<file path="src/pbh_pkg.sv">
// Package of constants for the PLL B holdover, ramp and limit configuration bank
// ****************************************************************************
// Operation
// - Thirteen-bit phase detector delay across two bytes
// - Bit 1 picks loop closure or exit ramp
// - That method applies to free-run-to-lock transition
// - Bit 4 keeps or clears holdover history
// - Bit 5 freezes integrator or filter output
// - Six exit bandwidth bytes apply without ramping
// - New bandwidths load on strobe or full reset
// - Single-loop soft reset leaves bandwidths unchanged
// - Eight-bit hitless limit value, read/write
// - One bit selects hitless limit response
// - Scale code multiplies base ramp rate
// - Ramp enable bit ramps switching and holdover
// - Ramp enable clear means unramped transitions
// - Output limit enable and settle detect bits
// - Returning input clears then restarts history
// - Load strobe applies pending sets together
// ****************************************************************************
package pbh_pkg;

	// ****************************************************************
	// Register map
	// ****************************************************************
	localparam int NUM_REGS = 16; // Byte registers in the bank
	localparam int ADDR_W = 16; // Register address width
	localparam int DATA_W = 8; // Register data width
	localparam int BASE_RATE_W = 8; // Base ramp rate width
	localparam int RATE_FRAC_W = 2; // Fraction bits of the scaled rate
	localparam int RATE_W = BASE_RATE_W + 10 + RATE_FRAC_W; // Room for 1024x
	localparam int EXIT_BW_W = 48; // Six exit bandwidth bytes

	// Register indices
	localparam int IDX_PFD_LO = 0;
	localparam int IDX_PFD_HI = 1;
	localparam int IDX_HO_CFG = 2;
	localparam int IDX_HO_CTL = 3;
	localparam int IDX_BW0 = 4;
	localparam int IDX_HSW_LIM = 10;
	localparam int IDX_HSW_ACT = 11;
	localparam int IDX_RAMP = 12;
	localparam int IDX_OUT_CFG = 13;
	localparam int IDX_OMAX_LO = 14;
	localparam int IDX_OMAX_HI = 15;

	// Byte addresses, in index order
	localparam logic [NUM_REGS-1:0][ADDR_W-1:0] REG_ADDR = {
		16'h05AE, 16'h05AD, 16'h05AC, 16'h05A6, 16'h05A5, 16'h05A4,
		16'h05A2, 16'h05A1, 16'h05A0, 16'h059F, 16'h059E, 16'h059D,
		16'h059C, 16'h059B, 16'h058A, 16'h0589};

	// Implemented bits; the rest read as zero
	localparam logic [NUM_REGS-1:0][DATA_W-1:0] REG_MASK = {
		8'hFF, 8'hFF, 8'h09, 8'h0F, 8'h01, 8'hFF,
		8'hFF, 8'hFF, 8'hFF, 8'hFF, 8'hFF, 8'hFF,
		8'hC0, 8'hF2, 8'h1F, 8'hFF};

	// Reset values
	localparam logic [DATA_W-1:0] HO_CFG_RESET = 8'hB2;
	localparam logic [NUM_REGS-1:0][DATA_W-1:0] REG_RESET = {
		8'h00, 8'h00, 8'h00, 8'h00, 8'h00, 8'h00,
		8'h00, 8'h00, 8'h00, 8'h00, 8'h00, 8'h00,
		8'h00, HO_CFG_RESET, 8'h00, 8'h00};

	// ****************************************************************
	// Field positions
	// ****************************************************************
	localparam int BIT_ACQ_METHOD = 1;
	localparam int BIT_KEEP_HIST = 4;
	localparam int BIT_FRZ_INT = 5;
	localparam int BIT_EXIT_BW_SEL = 6;
	localparam int BIT_EXIT_FIXED = 7;
	localparam int BIT_EXIT_TOOL = 6;
	localparam int BIT_RAMP_BYP = 7;
	localparam int BIT_HSW_RESP = 0;
	localparam int BIT_RAMP_EN = 3;
	localparam int BIT_OUT_LIM_EN = 0;
	localparam int BIT_SETTLE_EN = 3;
	localparam int PFD_HI_W = 5;

	// Ramp step scale codes
	localparam logic [2:0] SCALE_X1 = 3'h0;
	localparam logic [2:0] SCALE_X4 = 3'h1;
	localparam logic [2:0] SCALE_X16 = 3'h2;
	localparam logic [2:0] SCALE_X64 = 3'h3;
	localparam logic [2:0] SCALE_X256 = 3'h4;
	localparam logic [2:0] SCALE_X1024 = 3'h5;
	localparam logic [2:0] SCALE_QUARTER = 3'h6;
	localparam logic [2:0] SCALE_HALF = 3'h7;

	// History tracker states
	typedef enum logic [2:0] {
		HIST_IDLE = 3'b001,
		HIST_ACCUM = 3'b010,
		HIST_FROZEN = 3'b100
	} pbh_hist_e;

endpackage

</file>
<file path="src/pbh_bw_shadow.sv">
// Pending-to-active loader for the holdover exit bandwidth set
`timescale 1ns/1ns
module pbh_bw_shadow
	import pbh_pkg::*;
(
	input wire logic clk,
	input wire logic sys_rst,
	input wire logic [EXIT_BW_W-1:0] pending_bw,
	input wire logic bandwidth_load_strobe,
	input wire logic full_soft_reset,
	input wire logic single_loop_soft_reset,
	output logic [EXIT_BW_W-1:0] active_bw
);

	// ****************************************************************
	// Active bandwidth set
	// ****************************************************************
	// Loads only on strobe or full reset; the single-loop reset is ignored
	always_ff @(posedge clk) begin
		if (sys_rst) begin
			active_bw <= '0;
		end else if (bandwidth_load_strobe || full_soft_reset) begin
			active_bw <= pending_bw;
		end
	end
endmodule // pbh_bw_shadow

</file>
<file path="src/pbh_ramp_scale.sv">
// Final ramp rate from base rate and step scale code
`timescale 1ns/1ns
module pbh_ramp_scale
	import pbh_pkg::*;
(
	input wire logic clk,
	input wire logic sys_rst,
	input wire logic [BASE_RATE_W-1:0] base_ramp_rate,
	input wire logic [2:0] ramp_step_scale,
	output logic [RATE_W-1:0] final_ramp_rate
);

	logic [RATE_W-1:0] base_ext; // Base rate with fraction bits
	logic [RATE_W-1:0] rate_nxt; // Scaled rate

	assign base_ext = {{(RATE_W-BASE_RATE_W-RATE_FRAC_W){1'b0}}, base_ramp_rate, {RATE_FRAC_W{1'b0}}};

	// ****************************************************************
	// Scale decode
	// ****************************************************************
	// Multipliers are powers of two, so each is a shift
	always_comb begin
		case (ramp_step_scale)
			SCALE_X1: rate_nxt = base_ext;
			SCALE_X4: rate_nxt = base_ext << 2;
			SCALE_X16: rate_nxt = base_ext << 4;
			SCALE_X64: rate_nxt = base_ext << 6;
			SCALE_X256: rate_nxt = base_ext << 8;
			SCALE_X1024: rate_nxt = base_ext << 10;
			SCALE_QUARTER: rate_nxt = base_ext >> 2;
			SCALE_HALF: rate_nxt = base_ext >> 1;
			default: rate_nxt = base_ext;
		endcase
	end

	// Registered result
	always_ff @(posedge clk) begin
		if (sys_rst) begin
			final_ramp_rate <= '0;
		end else begin
			final_ramp_rate <= rate_nxt;
		end
	end
endmodule // pbh_ramp_scale

</file>
<file path="src/pbh_ramp_config.sv">
// Top of the PLL B holdover, ramp and limit configuration bank
`timescale 1ns/1ns
module pbh_ramp_config
	import pbh_pkg::*;
(
	input wire logic clk,
	input wire logic sys_rst,
	input wire logic reg_wr_en,
	input wire logic reg_rd_en,
	input wire logic [ADDR_W-1:0] reg_addr,
	input wire logic [DATA_W-1:0] reg_wdata,
	output logic [DATA_W-1:0] reg_rdata,
	output logic reg_hit,
	input wire logic bandwidth_load_strobe,
	input wire logic full_soft_reset,
	input wire logic single_loop_soft_reset,
	input wire logic [BASE_RATE_W-1:0] base_ramp_rate,
	input wire logic input_lost_or_switched,
	input wire logic valid_input_return,
	input wire logic free_run_to_lock,
	output logic [12:0] phase_detector_enable_delay,
	output logic lock_acquisition_method,
	output logic closure_ramp_active,
	output logic keep_holdover_history,
	output logic freeze_integrator_only,
	output logic exit_bandwidth_select,
	output logic exit_fixed_setting,
	output logic exit_tool_setting,
	output logic ramp_bypass_without_history,
	output logic [EXIT_BW_W-1:0] exit_bandwidth_parameters,
	output logic exit_bandwidth_in_use,
	output logic [7:0] hitless_limit_value,
	output logic hitless_limit_response,
	output logic [2:0] ramp_step_scale,
	output logic ramped_switching_enable,
	output logic [RATE_W-1:0] final_ramp_rate,
	output logic output_limit_enable,
	output logic settle_detect_enable,
	output logic [15:0] output_max_limit,
	output logic history_clear,
	output logic history_accumulate
);

	// ****************************************************************
	// Register storage
	// ****************************************************************
	logic [NUM_REGS-1:0][DATA_W-1:0] regs_r; // Byte registers
	logic [NUM_REGS-1:0] hit; // Address match per register
	logic [DATA_W-1:0] rdata_nxt; // Read data before the register
	logic [EXIT_BW_W-1:0] pending_bw; // Written exit bandwidth set
	pbh_hist_e hist_r; // History tracker state
	pbh_hist_e hist_nxt; // History tracker next state
	logic clear_nxt; // History clear request

	// One flip-flop byte per register, reserved bits held at zero
	for (genvar i = 0; i < NUM_REGS; i++) begin : g_reg
		assign hit[i] = (reg_addr == REG_ADDR[i]);
		// Byte write with mask of implemented bits
		always_ff @(posedge clk) begin
			if (sys_rst) begin
				regs_r[i] <= REG_RESET[i];
			end else if (reg_wr_en && hit[i]) begin
				regs_r[i] <= reg_wdata & REG_MASK[i];
			end
		end
	end

	// ****************************************************************
	// Read path
	// ****************************************************************
	// Unmapped addresses read zero
	always_comb begin
		rdata_nxt = '0;
		for (int j = 0; j < NUM_REGS; j++) begin
			if (hit[j]) begin
				rdata_nxt = regs_r[j];
			end
		end
	end

	// Read data is registered, one cycle after the request
	always_ff @(posedge clk) begin
		if (sys_rst) begin
			reg_rdata <= '0;
			reg_hit <= 1'b0;
		end else if (reg_rd_en) begin
			reg_rdata <= rdata_nxt;
			reg_hit <= |hit;
		end
	end

	// ****************************************************************
	// Field decode
	// ****************************************************************
	// Low byte at the lower address
	assign phase_detector_enable_delay = {regs_r[IDX_PFD_HI][PFD_HI_W-1:0], regs_r[IDX_PFD_LO]};
	assign lock_acquisition_method = regs_r[IDX_HO_CFG][BIT_ACQ_METHOD];
	assign keep_holdover_history = regs_r[IDX_HO_CFG][BIT_KEEP_HIST];
	assign freeze_integrator_only = regs_r[IDX_HO_CFG][BIT_FRZ_INT];
	assign exit_bandwidth_select = regs_r[IDX_HO_CFG][BIT_EXIT_BW_SEL];
	// Software must keep this at one; it is stored as written
	assign exit_fixed_setting = regs_r[IDX_HO_CFG][BIT_EXIT_FIXED];
	assign exit_tool_setting = regs_r[IDX_HO_CTL][BIT_EXIT_TOOL];
	assign ramp_bypass_without_history = regs_r[IDX_HO_CTL][BIT_RAMP_BYP];
	assign hitless_limit_value = regs_r[IDX_HSW_LIM];
	assign hitless_limit_response = regs_r[IDX_HSW_ACT][BIT_HSW_RESP];
	assign ramp_step_scale = regs_r[IDX_RAMP][2:0];
	assign ramped_switching_enable = regs_r[IDX_RAMP][BIT_RAMP_EN];
	assign output_limit_enable = regs_r[IDX_OUT_CFG][BIT_OUT_LIM_EN];
	assign settle_detect_enable = regs_r[IDX_OUT_CFG][BIT_SETTLE_EN];
	assign output_max_limit = {regs_r[IDX_OMAX_HI], regs_r[IDX_OMAX_LO]};

	// Six exit bandwidth bytes, first byte lowest
	for (genvar k = 0; k < 6; k++) begin : g_bw
		assign pending_bw[k*8 +: 8] = regs_r[IDX_BW0 + k];
	end

	// Exit bandwidth only governs exit while ramping is off
	assign exit_bandwidth_in_use = !ramped_switching_enable;

	// ****************************************************************
	// Free-run to lock closure
	// ****************************************************************
	// Exit ramp used for the free-run-to-lock step only when selected
	always_ff @(posedge clk) begin
		if (sys_rst) begin
			closure_ramp_active <= 1'b0;
		end else begin
			closure_ramp_active <= free_run_to_lock && lock_acquisition_method;
		end
	end

	// ****************************************************************
	// Bandwidth loader and ramp scaler
	// ****************************************************************
	pbh_bw_shadow u_bw_shadow (
		.clk(clk),
		.sys_rst(sys_rst),
		.pending_bw(pending_bw),
		.bandwidth_load_strobe(bandwidth_load_strobe),
		.full_soft_reset(full_soft_reset),
		.single_loop_soft_reset(single_loop_soft_reset),
		.active_bw(exit_bandwidth_parameters)
	);

	pbh_ramp_scale u_ramp_scale (
		.clk(clk),
		.sys_rst(sys_rst),
		.base_ramp_rate(base_ramp_rate),
		.ramp_step_scale(ramp_step_scale),
		.final_ramp_rate(final_ramp_rate)
	);

	// ****************************************************************
	// Holdover history tracker
	// ****************************************************************
	// Accumulates while a valid input is present, stops on loss or switch
	always_comb begin
		hist_nxt = hist_r;
		clear_nxt = 1'b0;
		case (hist_r)
			HIST_IDLE: begin
				if (valid_input_return) begin
					hist_nxt = HIST_ACCUM;
					clear_nxt = 1'b1;
				end
			end
			HIST_ACCUM: begin
				if (input_lost_or_switched) begin
					hist_nxt = HIST_FROZEN;
					clear_nxt = !keep_holdover_history;
				end
			end
			HIST_FROZEN: begin
				if (valid_input_return) begin
					hist_nxt = HIST_ACCUM;
					clear_nxt = 1'b1;
				end
			end
			default: begin
				hist_nxt = HIST_IDLE;
			end
		endcase
	end

	// State and registered clear pulse
	always_ff @(posedge clk) begin
		if (sys_rst) begin
			hist_r <= HIST_IDLE;
			history_clear <= 1'b0;
		end else begin
			hist_r <= hist_nxt;
			history_clear <= clear_nxt;
		end
	end

	assign history_accumulate = (hist_r == HIST_ACCUM) && !history_clear;
endmodule // pbh_ramp_config

</file>
<file path="config.mk">
export PLATFORM = sky130hd
export DESIGN_NAME = pbh_ramp_config
export DESIGN_NICKNAME = d
export VERILOG_FILES = /design/src/pbh_pkg.sv /design/src/pbh_bw_shadow.sv /design/src/pbh_ramp_scale.sv /design/src/pbh_ramp_config.sv
export SDC_FILE = /design/constraint.sdc
export NUM_CORES = 1
export LEC_CHECK = 0
export BUFFER_PORTS_ARGS = -buffer_cell sky130_fd_sc_hd__buf_2
export CAP_MARGIN = 10
export CORE_AREA = 4 4 149 151
export DETAILED_ROUTE_END_ITERATION = 10
export DIE_AREA = 0 0 153 155
export PLACE_DENSITY_LB_ADDON = 0.12
export SLEW_MARGIN = 20
export SYNTH_ARGS = -nofsm -noshare
export SYNTH_HDL_FRONTEND = slang
export SYNTH_SLANG_ARGS = --single-unit
</file>
<file path="constraint.sdc">
create_clock -name clk -period 4.8 [get_ports clk]
set_clock_uncertainty 0.15 [all_clocks]
set_input_delay 0.48 -clock clk [delete_from_list [all_inputs] [get_ports clk]]
set_output_delay 0.48 -clock clk [all_outputs]
set_load 0.1 [all_outputs]
</file>
# Word-level counts from Yosys, hierarchy flattened
# Index checks and enable logic that the tools add are counted.
[classes]
eq_ne = 28
reduce_logical = 26
n_mux = 23
[ops]
columns = ["op", "count"]
rows = [
  ["$eq A16 B11 Y1 const B", 16],
  ["$pmux W20 S8", 1],
  ["$mux W8", 16],
  ["$logic_and A1 B1 Y1", 18],
  ["$reduce_or A16 Y1", 1],
  ["$eq A3 B3 Y1 const B", 5],
  ["$eq A3 B2 Y1 const B", 3],
  ["$eq A3 B1 Y1 const B", 2],
  ["$mux W3", 2],
  ["$pmux W3 S2", 1],
  ["$logic_not A1 Y1", 3],
  ["$logic_not A3 Y1", 1],
  ["$mux W1", 2],
  ["$ne A2 B1 Y1 const B", 1],
  ["$ne A2 B2 Y1 const B", 1],
  ["$pmux W1 S2", 1],
  ["$reduce_and A2 Y1", 1],
  ["$reduce_or A2 Y1", 1],
  ["$logic_or A1 B1 Y1", 1],
]
[totals]
out_inout_bits = 132
elab_cells = 100
reg_bits = 181

# Logic depth before layout (Yosys ltp)
# Gate-level depths: netlist (run 1).
[depth]
word_depth = 17
depth_mapped = 10

# By module
# A second synthesis (run 1) with hierarchy kept.
[hier_totals]
hier_cells = 1027
hier_area_um2 = 8589.5
[modules_own_cells]
columns = ["mod", "seq_area_each_um2", "area_per_inst_um2", "instances", "cells_each"]
rows = [
  ["pbh_ramp_config", 2262.2, 5571.6, 1, 696],
  ["pbh_bw_shadow", 960.9, 1974.4, 1, 217],
  ["pbh_ramp_scale", 400.4, 1043.5, 1, 114],
]

# Worst setup path before layout (run 1)
# No wires, ideal clock.
[synth_path]
path_kind = "register -> output"
startpoint = "register history_clear"
endpoint = "output port history_accumulate"
t_arrival_ps = 2847
required_time_ps = 4170
path_stages_with_launch = 2
slack_ps = 1323
n_path_buf = 0
path_cell_list = "dfxtp_1 -> nor3_1"
[synth_via]
elab_chain_cells = 2
[synth_rtl]
columns = ["element", "line", "text"]
rows = [
  ["start, declared", "pbh_ramp_config.sv:40", "output logic history_clear,"],
  ["start signal, assigned", "pbh_ramp_config.sv:193", "history_clear <= clear_nxt;"],
  ["$logic_not A1 Y1", "pbh_ramp_config.sv:197", "assign history_accumulate = (hist_r == HIST_ACCUM) && !history_clear;"],
  ["$logic_and A1 B1 Y1", "pbh_ramp_config.sv:197", ""],
  ["end, declared", "pbh_ramp_config.sv:41", "output logic history_accumulate"],
]
# No other way between the ends.

# Worst setup path in the final report (run 1)
[layout_path]
startpoint = "input port reg_addr[1]"
endpoint = "register reg_rdata[4]"
[layout_via]
elab_chain_cells = 17
elab_cells_between_ends = 32
classes_between = "eq/ne (16); mux (16)"
[layout_rtl]
columns = ["element", "line", "text"]
rows = [
  ["start, declared", "pbh_ramp_config.sv:10", "input wire logic [ADDR_W-1:0] reg_addr,"],
  ["$eq A16 B11 Y1", "pbh_ramp_config.sv:57", "assign hit[i] = (reg_addr == REG_ADDR[i]);"],
  ["$mux W8 (15 in a row)", "pbh_ramp_config.sv:75", "if (hit[j]) begin"],
  ["$mux W8 *", "pbh_ramp_config.sv:75", ""],
  ["end signal, assigned", "pbh_ramp_config.sv:87", "reg_rdata <= rdata_nxt;"],
  ["end, declared", "pbh_ramp_config.sv:12", "output logic [DATA_W-1:0] reg_rdata,"],
]
# Mark *: on every way between the ends. The rest lies on a longest branch, timed or not.
# A chain may end at the register's enable or synchronous reset.

==> results.sh, run 1 <==
export IMPL_status="complete, no violations"
export IMPL_yosysTopAreaCellShare=0.4397
export IMPL_cts_buffer_depth=2
export IMPL_syn_to_final_growth_pct=18.05
export IMPL_p_leak_nw=3.819
export IMPL_hold_violations=0
export IMPL_gr_total_overflow=0
export IMPL_grt_max_degree=97
export IMPL_min_path_type="input port to flop"
export IMPL_rsz0062_at_grt="no"
export IMPL_n_antenna_cell=0
export IMPL_hpwl_um=18990
export IMPL_drive_above_1_share=0.2044
export IMPL_postRouteAntennaNets=0
export IMPL_cts_tree="yes"
export IMPL_synthTopCellsByCount="nand2_1 (272), dfxtp_1 (181), a21oi_1 (151)"
export IMPL_synth_seq_area_share=0.4397
export IMPL_post_place_ws_ns=1.463
export IMPL_setup_violations=0
export IMPL_die_w_um=153
export IMPL_clkSlewWorstSetupHoldPaths_ns=0.07
export IMPL_synth_top_cell_by_area="dfxtp_1"
export IMPL_worst_pin_slew_ns=1.060
export IMPL_maxCapViolations=0
export IMPL_antenna_found_initial=0
export IMPL_async_flop_share=0
export IMPL_clk_latency_ns=0.43
export IMPL_grt_busiest_layer="met2"
export IMPL_timing_fmax_mhz=335.2
export IMPL_dr_pass1_iters=5
export IMPL_vias_per_cell=5.555
export IMPL_gr_usage_all_layers=0.2273
export IMPL_vdd_ir_drop_worst_mv=0.2333
export IMPL_met3_usage=0.05090
export IMPL_drc=0
export IMPL_period_needed_ns=2.983
export IMPL_routedWlPerCell_um=18.99
export IMPL_crit_required_ns=5.00
export IMPL_setup_tns_ns=0
export IMPL_ys_flop_type="dfxtp_1"
export IMPL_yosysUniqueCellTypes=71
export IMPL_crit_chain="buf_2, nand4bb_1, or4_1, nand2_2, a2111oi_0, o31a_1, o31ai_2"
export IMPL_cts_resized=0
export IMPL_power_density_nw_per_um2=315.2
export IMPL_start_kind="input port"
export IMPL_syn_inst=1045
export IMPL_setup_ws_ns=1.817
export IMPL_grtUsageMet1=0.3171
export IMPL_timing_hold_ws_ns=0.1218
export IMPL_numClockSinks=181
export IMPL_portBuffers=172
export IMPL_grt_pass1_vias=7408
export IMPL_worst_path_largest_cell_delay_ns=0.93
export IMPL_slew_headroom=0.2936
export IMPL_period_share=0.6214
export IMPL_use_met2=0.3579
export IMPL_drt_initial_drc_count=661
export IMPL_drt_wl_total_um=27420
export IMPL_maxSlewViolCount=0
export IMPL_critical_path_max_fanout=20
export IMPL_yosysMostFrequentCell="nand2_1"
export IMPL_start_util=0.3957
export IMPL_synth_enable_flop_cells=0
export IMPL_endpoint_kind="flop"
export IMPL_arrival_ns=3.18
export IMPL_yosys_top_cells_area="dfxtp_1 (44%), nand2_1 (12%), a21oi_1 (9.2%)"
export IMPL_dieHeight_um=155
export IMPL_syn_num_nets=1087
export IMPL_die_area_sq_um=23720
export IMPL_n_fill_cell=2156
export IMPL_gp_congestion=0.8793
export IMPL_cts_root_buffer="clkbuf_16"
export IMPL_ctsHtreeMaxLevel=4
export IMPL_syn_area_sq_um=8240
export IMPL_crit_type="input port to flop"
export IMPL_cts_hold_buffers=0
export IMPL_postCtsSetupBuffers=0
export IMPL_yosysWarnings=0
export IMPL_synth_seq_cells=181
export IMPL_slowest_stage="or4_1"
export IMPL_core_sq_um=20820
export IMPL_avgSynthCellArea_sq_um=7.886
export IMPL_io_pin_count=174
export IMPL_finish_net_count=1199
export IMPL_rows=53
export IMPL_route_vias_total=8022
export IMPL_numCtsBuffers=17
export IMPL_grt_pass1_wl_um=43010
==> layout make-up <==
| type | count | area, sq um | share of cell area |
|---|---|---|---|
| clock buffers | 23 | 478.0 | 0.04913 |
| clock inverters | 8 | 76.32 | 0.007846 |
| inverters | 12 | 45.04 | 0.004630 |
| multi-input cells | 766 | 4213 | 0.4331 |
| flip-flops and latches | 181 | 3623 | 0.3725 |
| well taps | 275 | 344.1 | 0.03537 |
| repair buffers | 179 | 948.4 | 0.09749 |
==> report_power, final <==
part	leakage, nW	total [mW]	switching, mW	internal, mW
combinational	2.08	0.214	0.169	0.0448
sequential	1.46	1.51	0.00358	1.51
clock	0.277	1.34	0.588	0.753
total	3.82	3.07	0.760	2.31
==> logic make-up after synthesis <==
kind of cell / synth area share
simple gates: 0.2903
compound gates: 0.1845
flops: 0.4397
buf+inv: 0.04995
mux: 0.03553
==> critical path: cells and delay by family <==
family / cells / cell delay (ns)
buffers and inverters: 1 / 0.20
and+or+nand+nor: 3 / 1.84
AOI/OAI and AO/OA: 3 / 0.64
==> layer usage <==
layer	share of wire	up-vias	wire (um)
met3	0.069	25	1894
li1	-	3886	-
met1	0.45	3830	12390
met2	0.46	281	12730
met5	0	-	0
met4	0.015	0	404
==> stage by stage <==
step | area [sq um] | instances | total power, mW | utilization
2_1_floorplan | 8240 | 1045 | 1.691 | -
3_3_place_gp | 9146 | 1412 | 1.756 | 0.4393
3_5_place_dp | 9146 | 1412 | 1.756 | 0.4393
4_1_cts | 9701 | 1443 | 3.089 | 0.4659
5_1_grt | 9728 | 1444 | 3.179 | 0.4672
6_report | 9728 | 1444 | 3.067 | 0.4672
==> cells in the final DEF, fill, tap and decap left out, types with 11 or more instances in the layout <==
| cell | n |
|---|---|
| nor2_1 | 71 |
| buf_2 | 171 |
| inv_1 | 11 |
| mux2i_1 | 27 |
| nand3_1 | 27 |
| a21oi_1 | 151 |
| dfxtp_1 | 181 |
| nor3_1 | 25 |
| nand2_1 | 272 |
| clkbuf_16 | 17 |
==> sequential cells by signal, summed over array words and instances, names as in the netlist, 3 cells and up <==
register	count
hist_r	3
hitless_limit_value	8
phase_detector_enable_delay	13
output_max_limit	16
ramp_step_scale	3
reg_rdata	8
u_ramp_scale.final_ramp_rate	20
u_bw_shadow.active_bw	48
pending_bw	48
==> path summary, 6_finish.rpt <==
check,start,end,slack [ns],cells after the start
worst max register to register,ramp_step_scale[2],u_ramp_scale.final_ramp_rate[8],2.84,5
worst min-delay path,free_run_to_lock,closure_ramp_active,0.12,3
worst max-delay path,reg_addr[1],reg_rdata[4],1.82,7
worst min register to register,u_bw_shadow.active_bw[42],u_bw_shadow.active_bw[42],0.30,2
Power figures use the tool's default switching activity.
==> inputs of run 2 (changes only) <==
clock period = 2.5 ns   (was 4.8 ns; I/O delays follow)
==> results.sh, run 2 (synthesis results as in run 1) <==
export IMPL_arrival_ns=2.53
export IMPL_dr_pass1_iters=5
export IMPL_core_sq_um=20820
export IMPL_wl_met1_um=12840
export IMPL_grt_pass1_vias=7840
export IMPL_swShare=0.2448
export IMPL_timing_hold_ws_ns=0.01725
export IMPL_setup_violations=0
export IMPL_met3_length_um=1622
export IMPL_crit_chain="buf_2, or4_4, or2_1, buf_4, a2111oi_0, a21oi_1, o2111ai_1, nand2_1"
export IMPL_drt_wl_total_um=28190
export IMPL_numClockSinks=181
export IMPL_rows=53
export IMPL_gr_usage_all_layers=0.2328
export IMPL_cts_tree="yes"
export IMPL_rsz0062_at_grt="no"
export IMPL_postCtsSetupBuffers=0
export IMPL_crit_required_ns=2.66
export IMPL_design_area_sq_um=10560
export IMPL_intPower_mw=4.729
export IMPL_period_share=0.9478
export IMPL_cts_root_buffer="clkbuf_16"
export IMPL_clk_latency_ns=0.43
export IMPL_crit_buf_inv=2
export IMPL_hold_violations=0
export IMPL_crit_type="input port to flop"
export IMPL_placed_area_sq_um=9852
export IMPL_power_switching_mw=1.533
export IMPL_slew_headroom=0.4396
export IMPL_critPathTopFamily="simple AND/OR/NAND/NOR gates"
export IMPL_p_comb_frac=0.072
export IMPL_n_antenna_cell=0
export IMPL_finish_net_count=1295
export IMPL_endpoint_kind="flop"
export IMPL_clkSlewWorstSetupHoldPaths_ns=0.07
export IMPL_gr_total_overflow=0
export IMPL_mostFrequentLayoutCells="nand2_1 (272), dfxtp_1 (181), buf_2 (171), a21oi_1 (151), buf_4 (94)"
export IMPL_die_area_sq_um=23720
export IMPL_top_layer_used="met4"
export IMPL_route_vias_total=8349
export IMPL_worst_pin_slew_ns=0.8407
export IMPL_die_w_um=153
export IMPL_portBuffers=172
export IMPL_ctsHtreeMaxLevel=4
export IMPL_drc=0
export IMPL_io_pin_count=174
export IMPL_numCtsBuffers=17
export IMPL_power_frac_seq=0.464
export IMPL_drive_above_1_share=0.2622
export IMPL_post_place_ws_ns=-0.3276
export IMPL_final_core_util=0.5071
export IMPL_syn_to_final_growth_pct=28.14
export IMPL_gp_congestion=0.9000
export IMPL_grt_pass1_wl_um=44320
export IMPL_setup_tns_ns=0
export IMPL_cts_buffer_depth=2
export IMPL_clockPowerShare=0.464
export IMPL_maxSlewViolCount=0
export IMPL_power_density_nw_per_um2=593.0
export IMPL_maxCapViolations=0
export IMPL_routedWlPerCell_um=18.29
export IMPL_drt_initial_drc_count=506
export IMPL_antenna_found_initial=0
export IMPL_dieHeight_um=155
export IMPL_critical_path_max_fanout=12
export IMPL_p_leak_nw=4.308
export IMPL_worst_path_largest_cell_delay_ns=0.65
export IMPL_routed_wl_met2_um=13050
export IMPL_min_path_type="input port to flop"
export IMPL_period_needed_ns=2.369
export IMPL_layout_commonest_cell="nand2_1"
export IMPL_timing_fmax_mhz=422.0
export IMPL_setup_ws_ns=0.1306
export IMPL_status="complete, no violations"
export IMPL_hpwl_um=20300
export IMPL_vias_per_cell=5.418
export IMPL_slowest_stage="or4_4"
export IMPL_vdd_ir_drop_worst_mv=0.4303
export IMPL_start_util=0.3957
export IMPL_start_kind="input port"
export IMPL_postRouteAntennaNets=0
export IMPL_grt_max_degree=93
[run 2: tightest hold or removal path, cell delays in order]
cell and delay, ns:
buf_2 0.15, nor2_1 0.11, nor3_1 0.04
[run 2: path summary, 6_finish.rpt]
kind | from | to | slack, ns | depth (start not counted)
worst max register to register | pending_bw[4] | reg_rdata[4] | 0.65 | 5
worst max-delay path | reg_addr[13] | reg_rdata[0] | 0.13 | 8
worst min register to register | u_bw_shadow.active_bw[6] | u_bw_shadow.active_bw[6] | 0.30 | 2
worst min-delay path | base_ramp_rate[1] | u_ramp_scale.final_ramp_rate[3] | 0.02 | 3
[run 2: per-stage QoR]
| stage | std cells | power, mW |
|---|---|---|
| after global routing | 1541 | 6.467 |
| after floorplan | 1045 | 3.247 |
| after global placement | 1502 | 3.409 |
| after detailed placement | 1502 | 3.409 |
| after CTS | 1541 | 6.304 |
| final | 1541 | 6.262 |
[run 2: power groups by stage]
stage	sequential (mW)	clock [mW]	combinational [mW]
after global placement	2.97	0	0.439
after floorplan	3.06	0	0.192
final	2.90	2.91	0.451
after global routing	2.90	3.08	0.481
after detailed placement	2.97	0	0.440
after CTS	2.90	2.95	0.449
[run 2: metal layers]
layer | track usage | up-vias
met1 | 0.3218 | 3964
met3 | 0.04033 | 44
li1 | - | 4073
met4 | 0.07849 | 0
met2 | 0.3707 | 268
met5 | 0 | -
[run 2: area by class of cell]
class | count | area, sq um
inverter | 12 | 45.04
sequential | 181 | 3623
fill | 2092 | 10260
timing repair buffer | 275 | 1692
clock inverter | 13 | 193.9
clock buffer | 19 | 442.9
multi-input combinational | 766 | 4218
tap | 275 | 344.1
[run 2: what timing repair did]
action | 4_1_cts | 5_1_grt
resized for setup | 0 | 0
hold buffers | 7 | 0
endpoints found under the hold margin | 9 | 0
